`src/pkg/nsw_consts.svh`:
```
// register offsets, field positions and codes for the status word bank
// assumes word-addressed file registers, one 16-bit word per index
`ifndef NSW_CONSTS_SVH
`define NSW_CONSTS_SVH
`define NSW_OFS_AUX2_LO     8'h2c
`define NSW_OFS_AUX2_HI     8'h2d
`define NSW_OFS_TOOL_GRP    8'h37
`define NSW_OFS_BATT        8'h38
`define NSW_OFS_STANDBY     8'h3c
`define NSW_OFS_INIT_ACT    8'h3e
`define NSW_OFS_INIT_INC    8'h3f
`define NSW_OFS_SCR_PAGE    8'h40
`define NSW_OFS_SCR_FUNC    8'h41
`define NSW_OFS_SCR_3       8'h42
`define NSW_OFS_SCR_4       8'h43
`define NSW_OFS_SCAN        8'h44
`define NSW_OFS_ESTOP       8'h45
`define NSW_BATT_LOW_BIT    0
`define NSW_SB_AUX_WAIT     0
`define NSW_SB_RAPID_DEC    1
`define NSW_SB_CUT_DEC      2
`define NSW_SB_ORIENT       3
`define NSW_SB_POS_LOOP     4
`define NSW_SB_DOOR         7
`define NSW_SB_DWELL        8
`define NSW_SB_UNCLAMP      11
`define NSW_PAGE_FIRST      8'h01
`define NSW_MENU_MAX        8'h13
`define NSW_FN_TOOL_A       8'h0c
`define NSW_FN_TOOL_B       8'h12
`define NSW_FN_EDIT         8'h0d
`define NSW_FN_DIAG         8'h10
`define NSW_FN_GRAPH        8'h08
`define NSW_ESTOP_IDLE      16'hffff
`endif

```
`src/pkg/nsw_pkg.sv`:
```
// types for the status word bank
// assumes nsw_consts.svh holds the numbers
package nsw_pkg;
  typedef enum logic [1:0] {
    NSW_LET_A = 2'h0,
    NSW_LET_B = 2'h1,
    NSW_LET_C = 2'h2
  } nsw_letter_t;
  typedef enum logic [1:0] {
    NSW_SC_IDLE = 2'h0,
    NSW_SC_CHG  = 2'h1,
    NSW_SC_DONE = 2'h3
  } nsw_scr_st_t;
endpackage

```
`src/design/nsw_status_bank.sv`:
```
// status word bank presented by the controller to the ladder program
// assumes event inputs are one-cycle pulses synchronous to sys_clk
`timescale 1ns/1ps
`include "nsw_consts.svh"

module nsw_status_bank #(
  parameter int NAXES = 4
) (
  // clock and reset
  input  wire logic              sys_clk,
  input  wire logic              resetn,
  // power-up and battery
  input  wire logic              power_on_pulse,
  input  wire logic              battery_low,
  output logic                   battery_alarm_in,
  // tool code commands within a block
  input  wire logic              tool_cmd_valid,
  input  wire logic [31:0]       tool_cmd_bcd,
  input  wire logic              block_end,
  output logic [31:0]            tool_code_word,
  output logic                   tool_func_strobe,
  // second auxiliary function commands
  input  wire logic              aux2_cmd_valid,
  input  wire logic              aux2_cmd_auto,
  input  wire logic              aux2_cmd_manual,
  input  wire logic [1:0]        aux2_cmd_letter,
  input  wire logic [31:0]       aux2_cmd_bcd,
  input  wire logic [1:0]        second_aux_letter_param,
  input  wire logic [2:0]        axis_letter_used,
  output logic                   second_aux_strobe,
  output logic                   aux2_letter_bad,
  input  wire logic              aux_finish_one,
  input  wire logic              aux_finish_two,
  // tool life, standby, scan, emergency stop
  input  wire logic [15:0]       tool_group_in,
  input  wire logic [15:0]       standby_cause_in,
  input  wire logic              scan_done,
  input  wire logic [15:0]       scan_time_in,
  input  wire logic [15:0]       estop_active_in,
  // absolute position per axis
  input  wire logic [NAXES-1:0]  init_select,
  input  wire logic [NAXES-1:0]  zero_point_init_mode,
  input  wire logic [NAXES-1:0]  abs_pos_valid,
  output logic [NAXES-1:0]       stroke_limit_enable,
  output logic [NAXES-1:0]       stroke_end_enable,
  output logic [NAXES-1:0]       init_current_limit,
  // screen keys
  input  wire logic              func_key,
  input  wire logic [7:0]        func_code,
  input  wire logic              menu_key,
  input  wire logic [7:0]        menu_num,
  input  wire logic              page_next,
  input  wire logic              page_prev,
  // ladder read port
  input  wire logic [7:0]        rd_index,
  output logic [15:0]            rd_data
);

  // held words
  logic [31:0]      tool_pend_r;
  logic             tool_have_r;
  logic [31:0]      tool_word_r;
  logic             tool_stb_r;
  logic             tool_go_r;
  logic [31:0]      aux2_pend_r;
  logic             aux2_have_r;
  logic [31:0]      aux2_word_r;
  logic             aux2_stb_r;
  logic             aux2_go_r;
  logic [15:0]      group_r;
  logic [15:0]      batt_r;
  logic [15:0]      standby_r;
  logic [NAXES-1:0] init_hold_r;
  logic [NAXES-1:0] init_act;
  logic [NAXES-1:0] init_inc;
  logic [15:0]      page_word_r;
  logic [15:0]      func_word_r;
  logic [15:0]      scan_r;
  logic [15:0]      estop_r;
  nsw_pkg::nsw_scr_st_t scr_st_r;
  nsw_pkg::nsw_scr_st_t scr_st_nxt;

  // letter is usable when one of A/B/C and not an axis name
  function automatic logic letter_ok(input logic [1:0] l,
                                     input logic [2:0] used);
    letter_ok = (l <= 2'(nsw_pkg::NSW_LET_C)) && !used[l];
  endfunction

  // tool code: keep latest in the block, publish at block end
  // last code wins
  always_ff @(posedge sys_clk)
  begin
    if (!resetn)
    begin
      tool_pend_r <= 32'h0;
      tool_have_r <= 1'b0;
    end
    else if (block_end)
    begin
      tool_have_r <= 1'b0;
    end
    else if (tool_cmd_valid)
    begin
      tool_pend_r <= tool_cmd_bcd;
      tool_have_r <= 1'b1;
    end
  end

  // tool word held through reset; strobe follows one cycle after data
  // data before strobe
  always_ff @(posedge sys_clk)
  begin
    if (power_on_pulse || (block_end && tool_have_r))
      tool_word_r <= power_on_pulse ? 32'h0 : tool_pend_r;
  end

  always_ff @(posedge sys_clk)
  begin
    if (!resetn)
    begin
      tool_go_r  <= 1'b0;
      tool_stb_r <= 1'b0;
    end
    else
    begin
      tool_go_r <= block_end && tool_have_r;
      if (tool_go_r)
        tool_stb_r <= 1'b1;
      else if (aux_finish_one || aux_finish_two)
        tool_stb_r <= 1'b0;
    end
  end

  // second aux: last valid code of the block, auto or manual source
  // auto or manual
  always_ff @(posedge sys_clk)
  begin
    if (!resetn)
    begin
      aux2_pend_r <= 32'h0;
      aux2_have_r <= 1'b0;
    end
    else if (block_end)
    begin
      aux2_have_r <= 1'b0;
    end
    else if (aux2_cmd_valid && (aux2_cmd_auto || aux2_cmd_manual) &&
             aux2_cmd_letter == second_aux_letter_param &&
             letter_ok(second_aux_letter_param, axis_letter_used))
    begin
      aux2_pend_r <= aux2_cmd_bcd;
      aux2_have_r <= 1'b1;
    end
  end

  // not cleared by reset or finish
  always_ff @(posedge sys_clk)
  begin
    if (power_on_pulse || (block_end && aux2_have_r))
      aux2_word_r <= power_on_pulse ? 32'h0 : aux2_pend_r;
  end

  always_ff @(posedge sys_clk)
  begin
    if (!resetn)
    begin
      aux2_go_r  <= 1'b0;
      aux2_stb_r <= 1'b0;
    end
    else
    begin
      aux2_go_r <= block_end && aux2_have_r;
      if (aux2_go_r)
        aux2_stb_r <= 1'b1;
      else if (aux_finish_one || aux_finish_two)
        aux2_stb_r <= 1'b0;
    end
  end

  // tool life group and standby causes
  // group word
  always_ff @(posedge sys_clk)
  begin
    group_r   <= tool_group_in;
    standby_r <= 16'h0;
    standby_r[`NSW_SB_AUX_WAIT]  <= standby_cause_in[`NSW_SB_AUX_WAIT];
    standby_r[`NSW_SB_RAPID_DEC] <= standby_cause_in[`NSW_SB_RAPID_DEC];
    standby_r[`NSW_SB_CUT_DEC]   <= standby_cause_in[`NSW_SB_CUT_DEC];
    standby_r[`NSW_SB_ORIENT]    <= standby_cause_in[`NSW_SB_ORIENT];
    standby_r[`NSW_SB_POS_LOOP]  <= standby_cause_in[`NSW_SB_POS_LOOP];
    standby_r[`NSW_SB_DOOR]      <= standby_cause_in[`NSW_SB_DOOR];
    standby_r[`NSW_SB_DWELL]     <= standby_cause_in[`NSW_SB_DWELL];
    standby_r[`NSW_SB_UNCLAMP]   <= standby_cause_in[`NSW_SB_UNCLAMP];
  end

  // battery: checked at power-on, cleared only when voltage recovers
  // power-on check
  always_ff @(posedge sys_clk)
  begin
    if (power_on_pulse)
    begin
      batt_r                    <= 16'h0;
      batt_r[`NSW_BATT_LOW_BIT] <= battery_low;
    end
    else if (!battery_low)
      batt_r[`NSW_BATT_LOW_BIT] <= 1'b0;
  end
  assign battery_alarm_in = batt_r[`NSW_BATT_LOW_BIT];

  // per-axis initialisation state
  generate
    for (genvar g = 0; g < NAXES; g++)
    begin : g_axis
      always_ff @(posedge sys_clk)
      begin
        if (power_on_pulse)
          init_hold_r[g] <= 1'b0;
        else if (init_select[g])
          init_hold_r[g] <= 1'b1;
      end
      assign init_act[g] = init_hold_r[g] || zero_point_init_mode[g];
      assign init_inc[g] = !abs_pos_valid[g];
      assign stroke_limit_enable[g] = !init_act[g] && !init_inc[g];
      assign stroke_end_enable[g]   = !init_act[g];
      assign init_current_limit[g]  = init_act[g];
    end
  endgenerate

  // screen words: change only on a key that picks a new screen
  // key-driven update
  always_comb
  begin
    scr_st_nxt = nsw_pkg::NSW_SC_IDLE;
    case (scr_st_r)
      nsw_pkg::NSW_SC_IDLE:
        if (func_key || menu_key || page_next || page_prev)
          scr_st_nxt = nsw_pkg::NSW_SC_CHG;
      nsw_pkg::NSW_SC_CHG:  scr_st_nxt = nsw_pkg::NSW_SC_DONE;
      nsw_pkg::NSW_SC_DONE: scr_st_nxt = nsw_pkg::NSW_SC_IDLE;
      default:              scr_st_nxt = nsw_pkg::NSW_SC_IDLE;
    endcase
  end

  always_ff @(posedge sys_clk)
  begin
    if (!resetn)
      scr_st_r <= nsw_pkg::NSW_SC_IDLE;
    else
      scr_st_r <= scr_st_nxt;
  end

  // page upper byte, low byte zero
  always_ff @(posedge sys_clk)
  begin
    if (!resetn)
    begin
      page_word_r <= {`NSW_PAGE_FIRST, 8'h00};
      func_word_r <= 16'h0;
    end
    else if (scr_st_r == nsw_pkg::NSW_SC_IDLE)
    begin
      if (func_key && func_code != func_word_r[15:8])
      begin
        func_word_r <= {func_code, 8'h00};
        page_word_r <= {`NSW_PAGE_FIRST, 8'h00};
      end
      else if (menu_key && menu_num <= `NSW_MENU_MAX &&
               menu_num != func_word_r[7:0])
      begin
        func_word_r[7:0] <= menu_num;
        page_word_r <= {`NSW_PAGE_FIRST, 8'h00};
      end
      else if (page_next && page_word_r[15:8] != 8'hff)
        page_word_r[15:8] <= page_word_r[15:8] + 8'h01;
      else if (page_prev && page_word_r[15:8] > `NSW_PAGE_FIRST)
        page_word_r[15:8] <= page_word_r[15:8] - 8'h01;
    end
  end

  // scan time and emergency stop causes, active low per cause
  // scan refresh
  always_ff @(posedge sys_clk)
  begin
    if (scan_done)
      scan_r <= scan_time_in;
    if (!resetn)
      estop_r <= `NSW_ESTOP_IDLE;
    else
      estop_r <= ~estop_active_in;
  end

  // ladder read mux
  // third and fourth screen words read zero
  always_comb
  begin
    rd_data = 16'h0;
    case (rd_index)
      `NSW_OFS_AUX2_LO:  rd_data = aux2_word_r[15:0];
      `NSW_OFS_AUX2_HI:  rd_data = aux2_word_r[31:16];
      `NSW_OFS_TOOL_GRP: rd_data = group_r;
      `NSW_OFS_BATT:     rd_data = batt_r;
      `NSW_OFS_STANDBY:  rd_data = standby_r;
      `NSW_OFS_INIT_ACT: rd_data = 16'(init_act);
      `NSW_OFS_INIT_INC: rd_data = 16'(init_inc);
      `NSW_OFS_SCR_PAGE: rd_data = page_word_r;
      `NSW_OFS_SCR_FUNC: rd_data = func_word_r;
      `NSW_OFS_SCAN:     rd_data = scan_r;
      `NSW_OFS_ESTOP:    rd_data = estop_r;
      default:           rd_data = 16'h0;
    endcase
  end

  assign tool_code_word    = tool_word_r;
  assign tool_func_strobe  = tool_stb_r;
  assign second_aux_strobe = aux2_stb_r;
  assign aux2_letter_bad   =
    !letter_ok(second_aux_letter_param, axis_letter_used);
endmodule // nsw_status_bank

```
`config.mk`:
```
export PLATFORM = sky130hd
export DESIGN_NAME = nsw_status_bank
export DESIGN_NICKNAME = d
export VERILOG_FILES = /design/src/pkg/nsw_pkg.sv /design/src/design/nsw_status_bank.sv
export VERILOG_INCLUDE_DIRS = /design/src /design/src/pkg
export SDC_FILE = /design/constraint.sdc
export NUM_CORES = 1
export LEC_CHECK = 0
export BUFFER_PORTS_ARGS = -buffer_cell sky130_fd_sc_hd__buf_4
export CAP_MARGIN = 15
export CORE_UTILIZATION = 56
export DETAILED_ROUTE_END_ITERATION = 7
export PLACE_DENSITY = 0.85
export SYNTH_ARGS = -nofsm -noshare
export SYNTH_HDL_FRONTEND = slang
export SYNTH_SLANG_ARGS = --single-unit
```
`constraint.sdc`:
```
create_clock -name sys_clk -period 4.9 [get_ports sys_clk]
set_clock_uncertainty 0.15 [all_clocks]
set_input_delay 0 -clock sys_clk [delete_from_list [all_inputs] [get_ports sys_clk]]
set_output_delay 0 -clock sys_clk [all_outputs]
set_load 0.01 [all_outputs]
```
==> results.cfg <==
[status]
outcome = finished, violations left
violations = design-rule violations, negative hold slack

[place]
dp.cells = 1198
place.port_buffers = 242
gp_routability_congestion = 0.939
dpl.hpwl_mm = 14.8

[yosys]
synth_top_family_by_area = simple AND/OR/NAND/NOR gates
postSynthAreaPerCell_sq_um = 11.1
synth.mux.area_fraction_pct = 5.60
synth_xor_area_share_pct = 1.90
synthFlopType = sky130_fd_sc_hd__dfxtp_1
ys_async_sr_fraction_pct = 0
synth.yosys.warnings = 0
synth_top_area_cell = sky130_fd_sc_hd__dfxtp_1
synth_net_count = 976
synth-seq-cells = 221
synth_compound_area_share_pct = 10.9
number_of_enable_type_register_cells_in_the_synthesized_netlist = 81
synthSimpleGateAreaFrac_pct = 18.7
post_synth_inst_count = 786
netlist_top_cells_area = sky130_fd_sc_hd__dfxtp_1, sky130_fd_sc_hd__edfxtp_1, sky130_fd_sc_hd__nor2b_1, sky130_fd_sc_hd__mux2i_1, sky130_fd_sc_hd__nand2_1
synth.yosys.seq_area_share_pct = 59.8
synth-adder-area-share_pct = 0.429
synth_top_area_share_pct = 32.0
ys_types = 54
netlist_area_sq_um = 8760

[power]
power_frac_comb_pct = 11.5
p_switching_mw = 1.04
cellLeakagePower_nw = 5.63
intPower_mw = 3.47
clock_power_share_pct = 43.5
cellPowerDensity_nw_per_um2 = 326
power.total_mw = 4.51
fraction_of_power_consumed_by_sequential_logic_pct = 45.0
switching_share_pct = 23.1
worst_supply_voltage_drop_on_vdd_mv = 0.295

[layout]
design.final.nets = 1431
register_area_sq_um = 5240
final.fill_count = 548
multi_input_comb_area_sq_um = 3300
syn2layout_area_growth_pct = 58.2
fin_util_pct = 90.8
final_cell_count_no_fill = 1473
mostFrequentLayoutCells = sky130_fd_sc_hd__buf_4, sky130_fd_sc_hd__dlygate4sd3_1, sky130_fd_sc_hd__dfxtp_1, sky130_fd_sc_hd__nor2b_1, sky130_fd_sc_hd__nand2_1
layout.cells.most_common = sky130_fd_sc_hd__buf_4
post_route_cells_drive_above_1_share_pct = 23.4

[floorplan]
io-pin-count = 251
die_h_um = 127
placement_rows = 45
core_region_area_sq_um = 15300
x_dimension_of_the_die_um = 127
floorplan.initialDensity_pct = 57.4
area_of_the_die_sq_um = 16100

[cts]
number_of_buffers_added_for_setup_after_cts = 0
cts_num_sinks = 221
cts_repair_resize_count = 0
htreeDepth = 1
cts.path.max_buffers = 3
insertion_delay_ns = 0.52
post_cts_hold_buffer_count = 227
cts_inserted_buffers = 23
reg_clk_slew_reported_paths_ns = 0.07
cts-root-buf = sky130_fd_sc_hd__clkbuf_16
cts_tree = done

[sta]
layout_min_cycle_time_ns = 2.87
report.final.hold_viol_count = 1
fmax_mhz = 348
hold_slack_ns = -0.00222
final-max-slew-violation-count = 0
final-setup-viol-count = 0
setup-tns-final_ns = 0
worst_slew_margin_rel_pct = 24.2
tightestPinTransition_ns = 1.13
grt_setup_unrepaired = false
finalCritPeriodShare_pct = 58.7

[global_routing]
grt_first_pass_wirelength_mm = 50.9
track_usage_pct = 41.6
first_global_vias = 9058
initial_antenna_violation_count = 4
grt_max_degree = 103
global_route.overflow_total = 0

[critical_path]
slowest_stage = sky130_fd_sc_hd__dlygate4sd3_1
worst_path_dominant_cell_family = buffers and inverters
crit_fanout = 23
critical_path.n_buffers_inverters = 4
critical-path-max-stage-delay_ns = 0.58
timing.critical_path.from_type = input pin
critical_path_class = input pin to flip-flop
worst_ep_arrival_time_ns = 3.12
cp_cell_sequence = dlygate4sd3_1 > buf_4 > o21ai_0 > dlygate4sd3_1 > or4_1 > nor2_4 > buf_4 > mux2i_1 > nor2b_1
timing.critical_path.required_ns = 5.14
setup.worst_path.end_class = flip-flop

[worst_hold_path]
worst_min_path_class = input pin to flip-flop

[drt]
firstDrtPassIters = 8
vias = 8589
number_of_drc_markers_in_iteration_0 = 1150
ant_nets = 0
wl_per_cell_um = 22.9
drcViolationCount = 4
routed_via_density = 5.83
drt_wl_total_mm = 33.7

[run]
drv_cap = 0
kinds of logic (layout without fill, tap and decap cells):
family | Yosys count | after routing
muxes | 49 | 49
other | 0 | 4
xor gates and xnor gates | 19 | 19
and+or+nand+nor | 312 | 312
AOI/OAI and AO/OA | 122 | 122
adders and majority gates | 3 | 3
DFF | 221 | 221
buffers and inverters | 60 | 532
metrics by stage:
| stage | instance area, sq um | setup WS, ns | hold slack (ns) |
|---|---|---|---|
| after global routing | 13900 | 1.98 | 0.00761 |
| final | 13900 | 2.03 | -0.00222 |
| after detailed placement | 10700 | 2.32 | -0.0445 |
| after floorplan | 8760 | 2.59 | -0.122 |
| after CTS | 13800 | 2.25 | 0.00129 |
| after global placement | 10700 | 2.28 | -0.0451 |
state kept, by name, indices dropped and copies added (netlist names), 16 cells and up:
register        flops
aux2_pend_r        32
aux2_word_r        32
estop_r            16
func_word_r        16
group_r            16
scan_r             16
tool_code_word     32
tool_pend_r        32
final cells by class:
| type | count | share of cell area, % |
|---|---|---|
| sequential | 221 | 37.8 |
| timing repair buffer | 476 | 29.9 |
| tap | 211 | 1.91 |
| antenna | 4 | 0.0722 |
| clock inverter | 8 | 1.11 |
| inverter | 14 | 0.379 |
| clock buffer | 34 | 4.97 |
| multi-input combinational | 505 | 23.8 |
synth_stat cells, types with 5 or more instances:
cell	count
sky130_fd_sc_hd__edfxtp_1	81
sky130_fd_sc_hd__and3_1	9
sky130_fd_sc_hd__xnor2_1	8
sky130_fd_sc_hd__a21oi_1	7
sky130_fd_sc_hd__nand3_1	13
sky130_fd_sc_hd__nor2b_1	108
sky130_fd_sc_hd__nand2b_1	5
sky130_fd_sc_hd__nor3b_1	6
sky130_fd_sc_hd__xor2_1	11
sky130_fd_sc_hd__nand2_1	92
sky130_fd_sc_hd__nor2_1	37
sky130_fd_sc_hd__a22o_1	5
sky130_fd_sc_hd__o21ai_0	7
sky130_fd_sc_hd__a21o_1	5
sky130_fd_sc_hd__inv_1	14
sky130_fd_sc_hd__a22oi_1	17
sky130_fd_sc_hd__nor3_1	9
sky130_fd_sc_hd__a31oi_1	6
sky130_fd_sc_hd__clkbuf_1	41
sky130_fd_sc_hd__a21boi_0	33
sky130_fd_sc_hd__nor4_1	5
sky130_fd_sc_hd__dfxtp_1	140
sky130_fd_sc_hd__a222oi_1	19
sky130_fd_sc_hd__mux2i_1	49
metal layers:
metal	wire length, um	GRT usage, %	vias up
met2	17000	74.4	621
li1	-	-	3700
met1	11900	46.3	4114
met3	2950	9.51	154
met5	0	0	-
met4	1820	21.7	0
final timing paths:
| kind | startpoint | end | slack [ns] | cells after the start |
|---|---|---|---|---|
| setup reg to reg | func_word_r[15] | page_word_r[15] | 2.32 | 6 |
| setup / recovery | aux2_cmd_valid | aux2_pend_r[21] | 2.03 | 9 |
| hold reg to reg | tool_pend_r[29] | tool_pend_r[29] | 0.34 | 2 |
| hold / removal | tool_group_in[8] | group_r[8] | -0.002 | 2 |
power groups by stage:
stage / Combinational, mW / Sequential (mW) / Clock (mW)
finish: 0.520 / 2.03 / 1.96
global route: 0.545 / 2.04 / 2.02
CTS: 0.480 / 2.02 / 1.91
detailed placement: 0.342 / 2.06 / 0
global placement: 0.336 / 2.05 / 0
floorplan: 0.145 / 2.06 / 0
(Power assumes the default switching activity.)
